File: src/gpc_defs.svh
/*
   register map, field positions, reset values and widths of the port pin control block.
   assumes inclusion by bare name from the package and the design modules.
*/
`ifndef GPC_DEFS_SVH
`define GPC_DEFS_SVH

// word address: [4:3] selects port A/B/C or the system group, [2:0] the register
`define GPC_ADDR_W        5
`define GPC_DATA_W        32
`define GPC_PORT_W        8
`define GPC_NPORT         3
`define GPC_NIRQ          2
`define GPC_IRQ_PINS      4
`define GPC_GRP_SYS       2'h3

`define GPC_REG_DATA      3'h0
`define GPC_REG_DIR       3'h1
`define GPC_REG_PULL      3'h2
`define GPC_REG_SLEW      3'h3
`define GPC_REG_DRIVE     3'h4
`define GPC_REG_IRQ_SC    3'h5
`define GPC_REG_IRQ_PS    3'h6
`define GPC_REG_IRQ_ES    3'h7
`define GPC_REG_GANG      3'h0
`define GPC_REG_PWR       3'h1

// pin_irq_status_control fields
`define GPC_SC_MODE       0
`define GPC_SC_IE         1
`define GPC_SC_ACK        2
`define GPC_SC_FLAG       3
// power_mgmt_status_control_two fields
`define GPC_PWR_ACK       2
`define GPC_PWR_FLAG      3

// gang control: bit 0 enables, bits 7:1 select pins
`define GPC_GANG_EN       0
`define GPC_LEAD_PORT     2
`define GPC_LEAD_BIT      0
`define GPC_PORT_A        0
`define GPC_PORT_B        1
`define GPC_PORT_C        2

`define GPC_RST_BYTE      8'h00
`define GPC_RST_WORD      32'h0000_0000
`define GPC_IRQ_MASK      8'h0F

`endif

File: src/gpc_pkg.sv
/*
   types shared by the port pin control modules.
   assumes gpc_defs.svh is on the include path.
*/
`include "gpc_defs.svh"

package gpc_pkg;

   typedef logic [`GPC_PORT_W-1:0]                  gpc_byte_t;
   typedef logic [`GPC_NPORT-1:0][`GPC_PORT_W-1:0]  gpc_ports_t;
   typedef logic [`GPC_NIRQ-1:0][`GPC_PORT_W-1:0]   gpc_irqb_t;

   typedef struct packed {
      gpc_ports_t              data;
      gpc_ports_t              dir;
      gpc_ports_t              pull;
      gpc_ports_t              slew;
      gpc_ports_t              drive;
      gpc_irqb_t               pin_sel;
      gpc_irqb_t               edge_sel;
      logic [`GPC_NIRQ-1:0]    ie;
      logic [`GPC_NIRQ-1:0]    mode;
      gpc_byte_t               gang;
      logic                    gang_done;
      logic                    ppd_flag;
      gpc_ports_t              sync1;
      gpc_ports_t              sync2;
      logic                    waitreq;
      logic [`GPC_DATA_W-1:0]  rdata;
      gpc_ports_t              pin_out;
      gpc_ports_t              pin_oe;
      gpc_ports_t              pull_en;
      gpc_ports_t              pull_dn;
      gpc_ports_t              slew_en;
      gpc_ports_t              high_drive;
      logic [`GPC_NIRQ-1:0]    irq;
      logic                    wake;
   } gpc_state_s;

   typedef struct packed {
      gpc_byte_t               prev_asserted;
      logic                    flag;
   } gpc_irq_state_s;

endpackage : gpc_pkg

File: src/gpc_irq_if.sv
/*
   carrier between the pin control top and one pin interrupt unit.
   assumes both ends run on the same clock.
*/
`timescale 1ns/1ps
`default_nettype none

interface gpc_irq_if;
   gpc_pkg::gpc_byte_t   level;
   gpc_pkg::gpc_byte_t   pin_sel;
   gpc_pkg::gpc_byte_t   edge_sel;
   logic                 mode;
   logic                 ack;
   logic                 flag;
   logic                 any_asserted;

   modport port_side (output level, output pin_sel, output edge_sel, output mode,
                      output ack, input flag, input any_asserted);
   modport unit      (input level, input pin_sel, input edge_sel, input mode,
                      input ack, output flag, output any_asserted);
endinterface : gpc_irq_if

`default_nettype wire

File: src/gpc_pin_irq.sv
/*
   one pin interrupt unit: detection of edges or levels on the enabled pins of one port.
   assumes level is already synchronised to core_clk.
*/
`timescale 1ns/1ps
`default_nettype none

module gpc_pin_irq (
   input  wire logic    core_clk,
   input  wire logic    nrst,
   gpc_irq_if.unit      irq
);

   gpc_pkg::gpc_irq_state_s   st;
   gpc_pkg::gpc_irq_state_s   nxt_st;
   gpc_pkg::gpc_byte_t        asserted;
   gpc_pkg::gpc_byte_t        edges;
   logic                      set;

   always_comb
   begin
      nxt_st   = st;
      // low level / falling edge when edge select is 0, high / rising when 1
      asserted = irq.pin_sel & ~(irq.level ^ irq.edge_sel);
      // an edge needs a deasserted sample the cycle before
      edges    = asserted & ~st.prev_asserted;
      if (irq.mode)
      begin
         set = |asserted;
      end
      else
      begin
         // another pin already asserted blocks a new request
         set = (|edges) && !(|(st.prev_asserted & irq.pin_sel));
      end
      nxt_st.prev_asserted = asserted;
      if (set)
      begin
         nxt_st.flag = 1'b1;
      end
      else if (irq.ack && !(irq.mode && (|asserted)))
      begin
         nxt_st.flag = 1'b0;
      end
   end

   always_ff @(posedge core_clk or negedge nrst)
   begin
      if (!nrst)
      begin
         st <= '0;
      end
      else
      begin
         st <= nxt_st;
      end
   end

   assign irq.flag         = st.flag;
   assign irq.any_asserted = |st.prev_asserted;

endmodule : gpc_pin_irq

`default_nettype wire

File: src/gpc_pin_ctrl.sv
/*
   port pin control top: pull, slew, drive, ganged output, two pin interrupt units,
   stop mode holding, and an Avalon-MM slave with waitrequest for all registers.
   assumes every input except pin_in comes from logic on core_clk; pin_in is asynchronous.
*/
// Chosen here: the address map and register access over Avalon-MM.
//
// Contract
// - each pin has a pull enable bit turning on its pull device
// - pull off while pin drives out, by direction or peripheral, or analog owns it
// - slew enable limits transition rate, ignored while pin is an input
// - drive select bit chooses high or low drive strength
// - gang control register takes one write: gang enable plus seven pin selects
// - selected gang pins are outputs with lead pin data, drive and slew
// - gang select bits 7..1 map to B5,B4,B3,B2,C3,C2,C1; bit 0 lead C0
// - gang enable forces the lead pin to output whatever its direction bit
// - gang output beats digital peripherals; analog function beats gang output
// - pins 3..0 of ports A and B are interrupt and wake sources
// - each interrupt pin has its own pin enable bit
// - per port mode bit: edge only or edge and level
// - per pin edge select picks falling/low or rising/high
// - edges detected synchronously, one bus cycle sample to the next
// - an edge needs a prior deasserted sample
// - edge mode: edge sets flag, interrupt if enabled, ack write clears
// - edge mode: no new request while another enabled pin is asserted
// - level mode: ack clears flag only when all enabled inputs deasserted
// - with pull enabled, edge select 0 means pull-up, 1 pull-down; here pull-down also needs the pin's interrupt pin enable bit
// - partial power-down stop holds pin latches; software checks flag, then acks
// - retained-logic stop preserves all pin state, function resumes at once
// - recovery flag reads 1 only after partial power-down stop recovery
// - after reset: peripherals off, inputs, slew, high drive, pulls disabled
//
`timescale 1ns/1ps
`default_nettype none
`include "gpc_defs.svh"

module gpc_pin_ctrl (
   input  wire logic                    core_clk,
   input  wire logic                    nrst,
   input  wire logic [`GPC_ADDR_W-1:0]  avs_address,
   input  wire logic                    avs_read,
   input  wire logic                    avs_write,
   input  wire logic [`GPC_DATA_W-1:0]  avs_writedata,
   input  wire logic [3:0]              avs_byteenable,
   output logic [`GPC_DATA_W-1:0]       avs_readdata,
   output logic                         avs_waitrequest,
   input  wire gpc_pkg::gpc_ports_t     pin_in,
   input  wire gpc_pkg::gpc_ports_t     periph_en,
   input  wire gpc_pkg::gpc_ports_t     periph_oe,
   input  wire gpc_pkg::gpc_ports_t     periph_out,
   input  wire gpc_pkg::gpc_ports_t     analog_en,
   input  wire logic                    partial_power_down_stop,
   input  wire logic                    ppd_recovered,
   output gpc_pkg::gpc_ports_t          pin_out,
   output gpc_pkg::gpc_ports_t          pin_oe,
   output gpc_pkg::gpc_ports_t          pull_en,
   output gpc_pkg::gpc_ports_t          pull_dn,
   output gpc_pkg::gpc_ports_t          slew_en,
   output gpc_pkg::gpc_ports_t          high_drive,
   output logic [`GPC_NIRQ-1:0]         port_irq,
   output logic                         pin_wake
);

   gpc_pkg::gpc_state_s    st;
   gpc_pkg::gpc_state_s    nxt_st;
   gpc_pkg::gpc_ports_t    in_level;
   gpc_pkg::gpc_ports_t    gang_pin;
   gpc_pkg::gpc_ports_t    eff_oe;
   gpc_pkg::gpc_ports_t    eff_out;
   gpc_pkg::gpc_ports_t    eff_slew;
   gpc_pkg::gpc_ports_t    eff_drive;
   logic [`GPC_NIRQ-1:0]   ack_pulse;
   logic [`GPC_NIRQ-1:0]   flags;
   logic [1:0]             grp;
   logic [2:0]             reg_sel;
   logic                   req;
   logic                   do_write;
   logic                   do_read_prep;
   logic                   lane0;
   logic [`GPC_PORT_W-1:0] wbyte;
   logic [`GPC_PORT_W-1:0] rbyte;
   logic                   lead_data;
   logic                   lead_slew;
   logic                   lead_drive;
   logic                   gang_on;

   gpc_irq_if   irq_a ();
   gpc_irq_if   irq_b ();

   // pin interrupt units for ports A and B
   gpc_pin_irq u_irq_a (
      .core_clk (core_clk),
      .nrst     (nrst),
      .irq      (irq_a)
   );

   gpc_pin_irq u_irq_b (
      .core_clk (core_clk),
      .nrst     (nrst),
      .irq      (irq_b)
   );

   // bus decode
   assign grp          = avs_address[4:3];
   assign reg_sel      = avs_address[2:0];
   assign req          = avs_read || avs_write;
   assign do_write     = avs_write && !st.waitreq;
   assign do_read_prep = avs_read && st.waitreq;
   assign lane0        = avs_byteenable[0];
   assign wbyte        = avs_writedata[`GPC_PORT_W-1:0];

   // analog pins have their input buffer off and read as 0
   assign in_level = st.sync2 & ~analog_en;

   // lead pin controls for the gang
   assign gang_on    = st.gang[`GPC_GANG_EN];
   assign lead_data  = st.data[`GPC_LEAD_PORT][`GPC_LEAD_BIT];
   assign lead_slew  = st.slew[`GPC_LEAD_PORT][`GPC_LEAD_BIT];
   assign lead_drive = st.drive[`GPC_LEAD_PORT][`GPC_LEAD_BIT];

   always_comb
   begin
      gang_pin = '0;
      if (gang_on)
      begin
         gang_pin[`GPC_PORT_B][5] = st.gang[7];
         gang_pin[`GPC_PORT_B][4] = st.gang[6];
         gang_pin[`GPC_PORT_B][3] = st.gang[5];
         gang_pin[`GPC_PORT_B][2] = st.gang[4];
         gang_pin[`GPC_PORT_C][3] = st.gang[3];
         gang_pin[`GPC_PORT_C][2] = st.gang[2];
         gang_pin[`GPC_PORT_C][1] = st.gang[1];
         gang_pin[`GPC_LEAD_PORT][`GPC_LEAD_BIT] = 1'b1;
      end
   end

   // per pin output path: analog over gang over peripheral over port
   always_comb
   begin
      for (int p = 0; p < `GPC_NPORT; p++)
      begin
         for (int b = 0; b < `GPC_PORT_W; b++)
         begin
            if (analog_en[p][b])
            begin
               eff_oe[p][b]    = 1'b0;
               eff_out[p][b]   = 1'b0;
               eff_slew[p][b]  = 1'b0;
               eff_drive[p][b] = 1'b0;
            end
            else if (gang_pin[p][b])
            begin
               eff_oe[p][b]    = 1'b1;
               eff_out[p][b]   = lead_data;
               eff_slew[p][b]  = lead_slew;
               eff_drive[p][b] = lead_drive;
            end
            else if (periph_en[p][b])
            begin
               eff_oe[p][b]    = periph_oe[p][b];
               eff_out[p][b]   = periph_out[p][b];
               eff_slew[p][b]  = st.slew[p][b];
               eff_drive[p][b] = st.drive[p][b];
            end
            else
            begin
               eff_oe[p][b]    = st.dir[p][b];
               eff_out[p][b]   = st.data[p][b];
               eff_slew[p][b]  = st.slew[p][b];
               eff_drive[p][b] = st.drive[p][b];
            end
         end
      end
   end

   // interrupt unit connections, only pins 3..0 are interrupt capable
   assign irq_a.level    = in_level[`GPC_PORT_A];
   assign irq_a.pin_sel  = st.pin_sel[`GPC_PORT_A] & `GPC_IRQ_MASK;
   assign irq_a.edge_sel = st.edge_sel[`GPC_PORT_A];
   assign irq_a.mode     = st.mode[`GPC_PORT_A];
   assign irq_a.ack      = ack_pulse[`GPC_PORT_A];
   assign irq_b.level    = in_level[`GPC_PORT_B];
   assign irq_b.pin_sel  = st.pin_sel[`GPC_PORT_B] & `GPC_IRQ_MASK;
   assign irq_b.edge_sel = st.edge_sel[`GPC_PORT_B];
   assign irq_b.mode     = st.mode[`GPC_PORT_B];
   assign irq_b.ack      = ack_pulse[`GPC_PORT_B];
   assign flags          = {irq_b.flag, irq_a.flag};

   // acknowledge strobes from writes to the status/control registers
   always_comb
   begin
      ack_pulse = '0;
      for (int q = 0; q < `GPC_NIRQ; q++)
      begin
         if (do_write && lane0 && (grp == q[1:0]) && (reg_sel == `GPC_REG_IRQ_SC))
         begin
            ack_pulse[q] = wbyte[`GPC_SC_ACK];
         end
      end
   end

   // read mux
   always_comb
   begin
      rbyte = `GPC_RST_BYTE;
      if (grp == `GPC_GRP_SYS)
      begin
         case (reg_sel)
            `GPC_REG_GANG: rbyte = st.gang;
            `GPC_REG_PWR:  rbyte[`GPC_PWR_FLAG] = st.ppd_flag;
            default:       rbyte = `GPC_RST_BYTE;
         endcase
      end
      else
      begin
         case (reg_sel)
            `GPC_REG_DATA:  rbyte = (st.dir[grp] & st.data[grp]) | (~st.dir[grp] & in_level[grp]);
            `GPC_REG_DIR:   rbyte = st.dir[grp];
            `GPC_REG_PULL:  rbyte = st.pull[grp];
            `GPC_REG_SLEW:  rbyte = st.slew[grp];
            `GPC_REG_DRIVE: rbyte = st.drive[grp];
            `GPC_REG_IRQ_SC:
            begin
               if (grp != `GPC_PORT_C)
               begin
                  rbyte[`GPC_SC_FLAG] = flags[grp[0]];
                  rbyte[`GPC_SC_IE]   = st.ie[grp[0]];
                  rbyte[`GPC_SC_MODE] = st.mode[grp[0]];
               end
            end
            `GPC_REG_IRQ_PS: rbyte = (grp != `GPC_PORT_C) ? st.pin_sel[grp[0]] : `GPC_RST_BYTE;
            `GPC_REG_IRQ_ES: rbyte = (grp != `GPC_PORT_C) ? st.edge_sel[grp[0]] : `GPC_RST_BYTE;
            default:         rbyte = `GPC_RST_BYTE;
         endcase
      end
   end

   always_comb
   begin
      nxt_st = st;

      // two flip-flop synchroniser on the pins
      nxt_st.sync1 = pin_in;
      nxt_st.sync2 = st.sync1;

      // one wait cycle, then the access completes
      nxt_st.waitreq = !(req && st.waitreq);
      if (do_read_prep)
      begin
         nxt_st.rdata = {{(`GPC_DATA_W-`GPC_PORT_W){1'b0}}, rbyte};
      end

      // register writes, low byte lane carries all fields
      if (do_write && lane0)
      begin
         if (grp == `GPC_GRP_SYS)
         begin
            case (reg_sel)
               `GPC_REG_GANG:
               begin
                  if (!st.gang_done)
                  begin
                     nxt_st.gang      = wbyte;
                     nxt_st.gang_done = 1'b1;
                  end
               end
               `GPC_REG_PWR:
               begin
                  if (wbyte[`GPC_PWR_ACK])
                  begin
                     nxt_st.ppd_flag = 1'b0;
                  end
               end
               default: nxt_st.ppd_flag = st.ppd_flag;
            endcase
         end
         else
         begin
            case (reg_sel)
               `GPC_REG_DATA:  nxt_st.data[grp]  = wbyte;
               `GPC_REG_DIR:   nxt_st.dir[grp]   = wbyte;
               `GPC_REG_PULL:  nxt_st.pull[grp]  = wbyte;
               `GPC_REG_SLEW:  nxt_st.slew[grp]  = wbyte;
               `GPC_REG_DRIVE: nxt_st.drive[grp] = wbyte;
               `GPC_REG_IRQ_SC:
               begin
                  if (grp != `GPC_PORT_C)
                  begin
                     nxt_st.ie[grp[0]]   = wbyte[`GPC_SC_IE];
                     nxt_st.mode[grp[0]] = wbyte[`GPC_SC_MODE];
                  end
               end
               `GPC_REG_IRQ_PS:
               begin
                  if (grp != `GPC_PORT_C)
                  begin
                     nxt_st.pin_sel[grp[0]] = wbyte & `GPC_IRQ_MASK;
                  end
               end
               `GPC_REG_IRQ_ES:
               begin
                  if (grp != `GPC_PORT_C)
                  begin
                     nxt_st.edge_sel[grp[0]] = wbyte & `GPC_IRQ_MASK;
                  end
               end
               default: nxt_st.data = st.data;
            endcase
         end
      end

      // recovery event wins over a same-cycle acknowledge
      if (ppd_recovered)
      begin
         nxt_st.ppd_flag = 1'b1;
      end

      // interrupt requests and wake
      nxt_st.irq  = flags & st.ie;
      nxt_st.wake = |flags;

      // pin latches hold through partial power-down stop
      if (!partial_power_down_stop)
      begin
         nxt_st.pin_oe     = eff_oe;
         nxt_st.pin_out    = eff_out;
         nxt_st.slew_en    = eff_slew & eff_oe;
         nxt_st.high_drive = eff_drive;
         nxt_st.pull_en    = st.pull & ~eff_oe & ~analog_en;
         nxt_st.pull_dn    = '0;
         for (int q = 0; q < `GPC_NIRQ; q++)
         begin
            nxt_st.pull_dn[q] = st.pull[q] & ~eff_oe[q] & ~analog_en[q]
                                & st.pin_sel[q] & st.edge_sel[q];
         end
      end
   end

   always_ff @(posedge core_clk or negedge nrst)
   begin
      if (!nrst)
      begin
         st         <= '0;
         st.waitreq <= 1'b1;
      end
      else
      begin
         st <= nxt_st;
      end
   end

   assign avs_readdata    = st.rdata;
   assign avs_waitrequest = st.waitreq;
   assign pin_out         = st.pin_out;
   assign pin_oe          = st.pin_oe;
   assign pull_en         = st.pull_en;
   assign pull_dn         = st.pull_dn;
   assign slew_en         = st.slew_en;
   assign high_drive      = st.high_drive;
   assign port_irq        = st.irq;
   assign pin_wake        = st.wake;

endmodule : gpc_pin_ctrl

`default_nettype wire

File: config.mk
export PLATFORM = sky130hd
export DESIGN_NAME = gpc_pin_ctrl
export DESIGN_NICKNAME = d
export VERILOG_FILES = /design/src/gpc_pkg.sv /design/src/gpc_irq_if.sv /design/src/gpc_pin_irq.sv /design/src/gpc_pin_ctrl.sv
export VERILOG_INCLUDE_DIRS = /design/src /design/src/src
export SDC_FILE = /design/constraint.sdc
export NUM_CORES = 1
export LEC_CHECK = 0
export ABC_AREA = 1
export BUFFER_PORTS_ARGS = -buffer_cell sky130_fd_sc_hd__buf_2
export CAP_MARGIN = 20
export CORE_MARGIN = 2
export CORE_UTILIZATION = 40
export DETAILED_ROUTE_END_ITERATION = 8
export PLACE_DENSITY = 0.69
export SLEW_MARGIN = 25
export SYNTH_ARGS = -nofsm -noshare
export SYNTH_HDL_FRONTEND = slang
export SYNTH_SLANG_ARGS = --single-unit
File: constraint.sdc
create_clock -name core_clk -period 4.3 [get_ports core_clk]
set_input_delay 0.43 -clock core_clk [delete_from_list [all_inputs] [get_ports core_clk]]
set_output_delay 0.43 -clock core_clk [all_outputs]
set_load 0.01 [all_outputs]
# Word-level counts from Yosys, hierarchy flattened
# Cells that the tools add are included.
[op_classes]
order_cmp = 4
eq_ne = 10
n_mux = 238
bitwise = 37
n_reduce_logical = 49
[ops]
columns = ["operator", "n"]
rows = [
  ["2-to-1 mux 1 bit", 195],
  ["bitwise mux 24 bit", 5],
  ["2-to-1 mux 8 bit", 15],
  ["AND 24 bit", 4],
  ["AND 8 bit", 12],
  ["binary-select mux 8 bit (select 2 bit)", 6],
  ["NOT 8 bit", 9],
  ["NOT 24 bit", 2],
  ["OR reduction 8 bit", 6],
  ["bitwise mux 16 bit", 2],
  ["case mux 4 bit (7 select lines)", 1],
  ["AND reduction 4 bit", 5],
  ["AND reduction 3 bit", 6],
  ["AND 4 x 8 -> 8 bit", 2],
  ["AND 8 x 4 -> 8 bit", 2],
  ["demux 8 bit (select 2 bit)", 1],
  ["logical AND 1 bit", 16],
  ["case mux 2 bit (8 select lines)", 1],
  ["XOR 8 bit", 2],
  ["equality test 3 bit (second input constant)", 4],
  ["2-to-1 mux 4 bit", 3],
  ["nonzero test 2 bit", 6],
  ["demux 8 bit (select 1 bit)", 1],
  ["OR 8 bit", 1],
  ["23 further kinds", 31],
]
[totals]
regBits = 380
inputBits = 167
out_inout_bits = 180
word_cells = 393

# Logic depth before layout (Yosys ltp)
# Gate-level depths: netlist of run 1.
[logic_depth]
ltp_word = 11
mapped_depth = 13
mapped_depth_nobuf = 11

# By module
# From an unflattened synthesis of run 1, not the netlist that was laid out.
[hier_totals]
cells_unflattened = 2152
hier_area_um2 = 17380.4
[modules_own_cells]
columns = ["module", "n_inst", "cells_each", "area_each_um2", "seq_area_each_um2"]
rows = [
  ["gpc_pin_ctrl", 1, 1944, 16071.7, 8459.4],
  ["gpc_pin_irq", 2, 104, 654.4, 225.2],
]

# Worst setup path after synthesis of run 1
# Ideal clock, no wire load.
[synth_timing]
path_kind = "in2reg"
startpoint = "in avs_address[2]"
endpoint = "reg st[236] (netlist name)"
setup_time_ns = 0.129
arrival_ns = 1.478
t_required_ns = 4.171
path_slack_ns = 2.693
path_stages = 10
n_path_buf = 2
path_cell_list = "buf_6 nor2_2 inv_2 nor2_8 inv_4 nor2_8 nand3_4 buf_2 nand2_1 o21ai_1"
[synth_between]
elab_chain_cells = 2
[synth_rtl]
columns = ["item", "line_no", "source"]
rows = [
  ["from (decl)", "gpc_pin_ctrl.sv:40", "input wire logic [`GPC_ADDR_W-1:0] avs_address,"],
  ["logical NOT 3 bit", "gpc_pin_ctrl.sv:258", "case (reg_sel)"],
  ["AND reduction 4 bit (no source line)", "--", ""],
  ["to (signal assigned)", "gpc_pin_ctrl.sv:348", "st <= nxt_st;"],
  ["to (decl)", "gpc_pin_ctrl.sv:64", "gpc_pkg::gpc_state_s st;"],
]
# Every way passes these cells.
# A chain may end at the register's enable or synchronous reset.

# Final worst setup path of run 1
[layout_timing]
startpoint = "in avs_address[3]"
endpoint = "reg st, in the netlist avs_readdata[6]"
[layout_between]
elab_chain_cells = 7
elab_cells_between_ends = 26
cone_classes = "eq/ne: 2; mux: 20; bitwise: 4"
[layout_rtl]
columns = ["item", "line_no", "source"]
rows = [
  ["binary-select mux 8 bit (select 2 bit)", "gpc_pin_ctrl.sv:217, gpc_pin_ctrl.sv:218", ""],
  ["2-to-1 mux 8 bit (implied by the code)", "gpc_pin_ctrl.sv:217, gpc_pin_ctrl.sv:218", ""],
  ["NOT 8 bit", "gpc_pin_ctrl.sv:217", "`GPC_REG_DATA: rbyte = (st.dir[grp] & st.data[grp]) | (~st.dir[grp] & in_level[grp]);"],
  ["AND 8 bit", "gpc_pin_ctrl.sv:217", ""],
  ["OR 8 bit", "gpc_pin_ctrl.sv:217", ""],
  ["case mux 4 bit (7 select lines)", "gpc_pin_ctrl.sv:216", "case (reg_sel)"],
  ["2-to-1 mux 8 bit *", "gpc_pin_ctrl.sv:206", "if (grp == `GPC_GRP_SYS)"],
]
# Mark *: on every way between the ends. The rest lies on a longest branch, timed or not. The select of a mux whose other input is x is not followed.

==> flow_metrics.tcl, run 1 <==
set metrics [dict create \
    grt_use_total 0.2481 \
    async_reset_ff_frac 1.000 \
    syn_inst 1988 \
    drc_errors 0 \
    die_w_um 208.8 \
    synth_cell_type_count 39 \
    yosysTopAreaCell "dfrtp_1" \
    synth_top_area_share 0.5177 \
    fillCellCount 4126 \
    postCtsSetupBuffers 0 \
    grt_setup_unrepaired "false" \
    firstDrtPassIters 5 \
    clockPowerShare 0.425 \
    syn_area_mm2 0.01677 \
    fin_util 0.4536 \
    ctsLongestPathBuffers 3 \
    seq_power_share 0.467 \
    avgSynthCellArea_um2 8.437 \
    p_sw_mw 2.129 \
    post-route-period-util 0.5429 \
    yosysMostFrequentCell "nand2_1" \
    cp.required_ns 4.76 \
    grtUsageMet1 0.3506 \
    switching_share 0.2718 \
    root_buffer "clkbuf_16" \
    clkSlewWorstSetupHoldPaths_ns 0.06 \
    port_buffers 279 \
    ys_seq_area_frac 0.5193 \
    synth_ff_type "dfrtp_1" \
    gr-usage-met2 0.3677 \
    antenna_found_initial 4 \
    ff_latch_area_mm2 0.008710 \
    dieArea_mm2 0.04358 \
    synthTopCellsByCount "584 x nand2_1, 347 x dfrtp_1, 249 x o21ai_0" \
    timing.slew.headroom 0.3612 \
    yosys_warnings 0 \
    vias 13900 \
    multi_input_area_mm2 0.005922 \
    clkSinkCount 348 \
    min_path_type "primary input to flip-flop" \
    crit_arrival_ns 2.79 \
    start_kind "primary input" \
    cts_tree "built" \
    finClkSkew_ns 0.02361 \
    grt_pass1_vias 13210 \
    intPower_mw 5.705 \
    drive_above_1_share 0.1884 \
    synth-seq-cells 348 \
    finalCriticalPeriod_ns 2.334 \
    power_frac_comb 0.108 \
    top_usage_layer "met2" \
    cap_violations 0 \
    avgViaCountPerCell 5.158 \
    cp-end-kind "flip-flop" \
    coreArea_mm2 0.04167 \
    htree_num_levels 2 \
    worst_slew_pin_slew_ns 0.9571 \
    synth_edf_count 0 \
    cp_max_fo 30 \
    globalRouteMet3Util 0.07109 \
    numCtsBuffers 41 \
    routed_wl_um 54470 \
    grt_pass1_wl_um 81300 \
    place.gp.congestion 0.9190 \
    peakVddDrop_mv 0.2440 \
    grt_max_degree 111 \
    critical_path_class "primary input to flip-flop" \
    p_leak_nw 9.615 \
    start_util 0.4026 \
    fmax_ghz 0.4284 \
    drt-initial-drc-count 1343 \
    clock_latency_ns 0.57 \
    outcome "complete, no violations" \
    wl_per_cell_um 20.21 \
    overflow 0 \
    fin_tns_setup_ns 0 \
    io_pins 347 \
    fp.dieH_um 208.8 \
    synth.area.top_cells "dfrtp_1 52%, nand2_1 13%, buf_4 8.4%, o21ai_0 7.4%, nand3_1 4.1%" \
    area_growth_pct 12.68 \
    setup_violations 0 \
    slew_viol_final 0 \
    finalHoldViolations 0 \
    power.density_mw_per_mm2 414.5 \
    final_nets 2298 \
    dpl.hpwl_um 40050 \
    ant_nets 0 \
    rows 75 \
]
[critical path, stage by stage]
cell     delay, ns
buf_2         0.65
inv_4         0.32
nor2_4        0.41
buf_4         0.31
nand2_1       0.07
nand3_1       0.14
o21ai_0       0.10
nand3_1       0.12
nand3_1       0.08
o21ai_1       0.08
inv_1         0.05
[registers in the layout (all words and copies together), names as in the netlist, 2 cells and up]
| register | cells |
|---|---|
| nxt_st | 24 |
| irq_b.edge_sel | 4 |
| u_irq_b.st | 4 |
| avs_readdata | 8 |
| irq_a.edge_sel | 4 |
| pin_oe | 24 |
| pull_en | 24 |
| u_irq_a.st | 4 |
| irq_b.pin_sel | 4 |
| port_irq | 2 |
| st | 152 |
| irq_a.pin_sel | 4 |
| slew_en | 24 |
| pull_dn | 8 |
| high_drive | 24 |
| pin_out | 24 |
[power by group through the flow]
stage | clock network [mW] | logic (mW) | registers (mW)
final | 3.33 | 0.848 | 3.66
after global routing | 3.50 | 0.945 | 3.68
after CTS | 3.39 | 0.846 | 3.66
after detailed placement | 0 | 0.826 | 3.71
after global placement | 0 | 0.808 | 3.71
after floorplan | 0 | 0.581 | 3.63
[layout make-up]
cell class	instances	share of cell area
Multi-Input combinational cell	1276	0.3133
Clock inverter	10	0.004965
Timing Repair Buffer	314	0.09308
Inverter	150	0.03019
Antenna cell	1	0.0001324
Sequential cell	348	0.4608
Clock buffer	57	0.06177
Tap cell	539	0.03568
[through the flow]
stage               cell area (um2)  hold WS [ns]  power [mW]  std cells  setup slack [ns]
CTS                           18890       0.03058       7.896       2694             2.049
global placement              17380        0.3339       4.514       2602             1.505
global route                  18900       0.04934       8.127       2695             1.853
floorplan                     16920        0.1344       4.213       2027             2.693
finish                        18900       0.05291       7.834       2695             1.966
detailed placement            17380        0.3355       4.539       2602             1.455
[layout by cell type (no fill, tap or decap), types with 3 or more instances in the layout]
master and n:
a211oi_1 5, o211ai_1 12, o22ai_1 3, o31ai_1 12, nand3_4 7, nor2_4 6, nor2_2 3, buf_2 277
inv_1 142, nand4_1 10, nand3_1 136, nand2_2 7, clkinvlp_4 3, clkbuf_16 42, buf_4 9, or2_2 17
inv_2 5, inv_4 3, dlygate4sd3_1 25, o21ai_1 28, dfrtp_1 347, nor2_1 87, nor3_1 3, clkbuf_1 9
a22o_1 15, a21oi_1 34, conb_1 40, clkbuf_8 6, nand2_1 584, clkinv_2 5, nor2_8 4, o21ai_0 249
[logic make-up after synthesis]
group	Yosys count	synth area share
AOI/OAI and AO/OA	363	0.1173
muxes	2	0.001343
DFF	348	0.5193
and+or+nand+nor	871	0.2249
buffers and inverters	403	0.1370
other	1	0.0002236
[final timing paths]
check / start / end / slack [ns] / cells past startpoint
max: avs_address[3] / avs_readdata[6] / 1.97 / 11
min: avs_read / avs_waitrequest / 0.05 / 2
max reg2reg: avs_waitrequest / st[298] / 2.38 / 6
min reg2reg: nxt_st[189] / st[189] / 0.34 / 0
max in group asynchronous: nrst / st[328] / 2.62 / 3
min in group asynchronous: nrst / pin_oe[2] / 0.51 / 2
[metal layers]
layer,share of wire,routed length [um]
met1,0.45,24280
met2,0.44,23880
met3,0.087,4725
met4,0.029,1559
met5,0.00048,26
[what timing repair did]
item                                    CTS  global route
endpoints found under the setup margin    0             0
endpoints found under the hold margin    94             0
hold buffers                             25             0
resized for setup                         0             0
No activity file was read; power rests on OpenSTA's default activity.
==> run 2, diff against run 1 <==
--- a/config.mk
+++ b/config.mk
@@ -6,13 +6,13 @@
 export SDC_FILE = /design/constraint.sdc
 export NUM_CORES = 1
 export LEC_CHECK = 0
-export ABC_AREA = 1
+export ABC_AREA = 0
 export BUFFER_PORTS_ARGS = -buffer_cell sky130_fd_sc_hd__buf_2
 export CAP_MARGIN = 20
 export CORE_MARGIN = 2
 export CORE_UTILIZATION = 40
 export DETAILED_ROUTE_END_ITERATION = 8
-export PLACE_DENSITY = 0.69
+export PLACE_DENSITY = 0.72
 export SLEW_MARGIN = 25
 export SYNTH_ARGS = -nofsm -noshare
 export SYNTH_HDL_FRONTEND = slang
==> constraint.sdc (replaced) <==
create_clock -name core_clk -period 2.1 [get_ports core_clk]
set_input_delay 0.21 -clock core_clk [delete_from_list [all_inputs] [get_ports core_clk]]
set_output_delay 0.21 -clock core_clk [all_outputs]
set_load 0.01 [all_outputs]
==> run 2 against run 1 <==
Count of clock-buffer cells in the layout shrank 7; via count shrank 10%; sequential share of layout area shrank 2.9 points; sequential power grew 110%; final area grew 6.7%; largest power group unchanged; non-clock buffer count grew 118; core utilization grew 2.9 points; largest cell class unchanged.
==> flow_metrics.tcl, run 2 <==
set metrics [dict create \
    yosysTopAreaCell "dfrtp_1" \
    setup_violations 0 \
    grt_use_total 0.2454 \
    clock_latency_ns 0.57 \
    yosysMostFrequentCell "dfrtp_1" \
    hold_depth 3 \
    synth_edf_count 0 \
    final_area_mm2 0.02017 \
    yosys_warnings 0 \
    grt_pass1_vias 12660 \
    start_util 0.4033 \
    htree_num_levels 2 \
    vias 12480 \
    clkSlewWorstSetupHoldPaths_ns 0.06 \
    fp.dieH_um 209.2 \
    die_w_um 209.2 \
    cts_tree "built" \
    place.gp.congestion 0.9218 \
    placed_area_mm2 0.01815 \
    power.density_mw_per_mm2 809.4 \
    layout_common_cells "347 x dfrtp_1, 277 x buf_2, 200 x nand2_1" \
    final_nets 1947 \
    dieArea_mm2 0.04376 \
    largest_reg_flops 152 \
    synth-seq-cells 348 \
    cts_resized 0 \
    regMostFlops "st" \
    routed_wl_um 53860 \
    fin_tns_setup_ns 0 \
    async_reset_ff_frac 1.000 \
    clkSinkCount 348 \
    postCtsSetupBuffers 0 \
    syn_inst 1521 \
    root_buffer "clkbuf_16" \
    synth_ff_type "dfrtp_1" \
    cts_hold_buf 79 \
    overflow 0 \
    timing.slew.headroom 0.5726 \
    rows 75 \
    rrSetupSlack_ns 0.11 \
    min_from "periph_en[4]" \
    synthTopCellsByCount "347 x dfrtp_1, 200 x nand2_1, 180 x buf_4" \
    antenna_found_initial 10 \
    grt_max_degree 89 \
    hold_path_end "pin_out[4]" \
    start_kind "flip-flop" \
    coreArea_mm2 0.04176 \
    avgSynthCellArea_um2 11.07 \
    cp_max_fo 7 \
    crit_arrival_ns 2.44 \
    numCtsBuffers 39 \
    io_pins 347 \
    drt-initial-drc-count 1153 \
    finalCriticalPeriod_ns 1.993 \
    slew_viol_final 0 \
    worst_slew_pin_slew_ns 0.6323 \
    cap_violations 0 \
    fmax_ghz 0.5017 \
    outcome "complete, no violations" \
    ys_seq_area_frac 0.5172 \
    drive_above_1_share 0.3180 \
    firstDrtPassIters 5 \
    dpl.hpwl_um 39560 \
    cp-end-kind "flip-flop" \
    synth_cell_type_count 73 \
    cp.required_ns 2.55 \
    post-route-period-util 0.9492 \
    peakVddDrop_mv 0.4418 \
    ctsLongestPathBuffers 3 \
    finClkSkew_ns 0.02338 \
    synth_top_area_share 0.5156 \
    area_growth_pct 19.77 \
    p_leak_nw 10.01 \
    ant_nets 0 \
    critical_path_class "flip-flop to flip-flop" \
    r2r_start "avs_waitrequest" \
    reg2reg_depth 5 \
    avgViaCountPerCell 5.315 \
    min_path_type "primary input to flip-flop" \
    synth.area.top_cells "dfrtp_1 52%, mux2_2 9.0%, buf_4 8.0%, mux2i_1 6.2%, nand2_1 4.5%" \
    r2r-end "st[387]" \
    grt_pass1_wl_um 80190 \
    syn_area_mm2 0.01684 \
    finalHoldViolations 0 \
    final_common_cell "dfrtp_1" \
    wl_per_cell_um 22.93 \
    port_buffers 279 \
    crit_start "avs_waitrequest" \
    drc_errors 0 \
    grt_setup_unrepaired "false" \
]
## run 2: changes by cell type after synthesis, sizes merged, moves of 104 or more
cell   previous run  this run
mux2              2       135
mux2i             0       104
inv             150        30
o21ai           277        84
nand2           593       202
nand3           143         8
## run 2: worst max-delay path by stage
stage / to / slack (ns) / cells after the start
2_1_floorplan: st[332] / 0.32 / 6
4_1_cts: st[387] / 0.09 / 5
3_5_place_dp: avs_readdata[2] / 0.05 / 7
5_1_grt: st[333] / 0.04 / 5
3_3_place_gp: avs_readdata[2] / 0.08 / 7
6_report: st[387] / 0.11 / 5
## run 2: layout make-up
class,instances,area [um2]
antenna,5,12.51
clock buffer,50,1069
clock inverter,16,148.9
fill,3793,21590
inverter,30,112.6
multi-input combinational,929,6496
sequential,348,8710
tap,539,674.4
timing repair buffer,432,2947
## run 2: worst max-delay path: stages (launching register included)
cell and delay [ns]:
dfstp_2 0.38, and3b_1 0.41, nand2_1 0.29, nor2_2 0.27, buf_12 0.18, mux2_2 0.34
## run 2: cells by family (layout without fill, tap and decap cells)
group | Yosys count | in the layout | synth area share
compound gates | 272 | 272 | 0.1137
xor+xnor | 8 | 8 | 0.004161
buf+inv | 283 | 528 | 0.1057
flops | 348 | 348 | 0.5172
mux | 239 | 239 | 0.1521
other cells | 1 | 45 | 0.0002227
simple gates | 370 | 370 | 0.1069
## run 2: per-layer routing
metal,GRT usage,up-vias,share of wire
li1,-,5658,-
met1,0.3380,6226,0.44
met2,0.3729,490,0.45
met3,0.07304,100,0.083
met4,0.07685,10,0.028
met5,0,-,0.0011
## run 2: power breakdown
part / switching (mW) / internal [mW]
combinational: 1.21 / 0.914
sequential: 0.389 / 7.18
clock: 2.79 / 3.84
## run 2: stage by stage
stage	hold WS, ns	cells	worst slack [ns]	total power, mW	util
floorplan	-0.08559	1560	0.3196	8.862	-
global placement	0.2106	2199	0.08433	9.615	0.4346
detailed placement	0.2067	2199	0.05352	9.667	0.4346
CTS	0.002202	2344	0.09214	16.45	0.4827
global route	0.02702	2346	0.03587	16.98	0.4828
finish	0.02507	2349	0.1067	16.33	0.4830
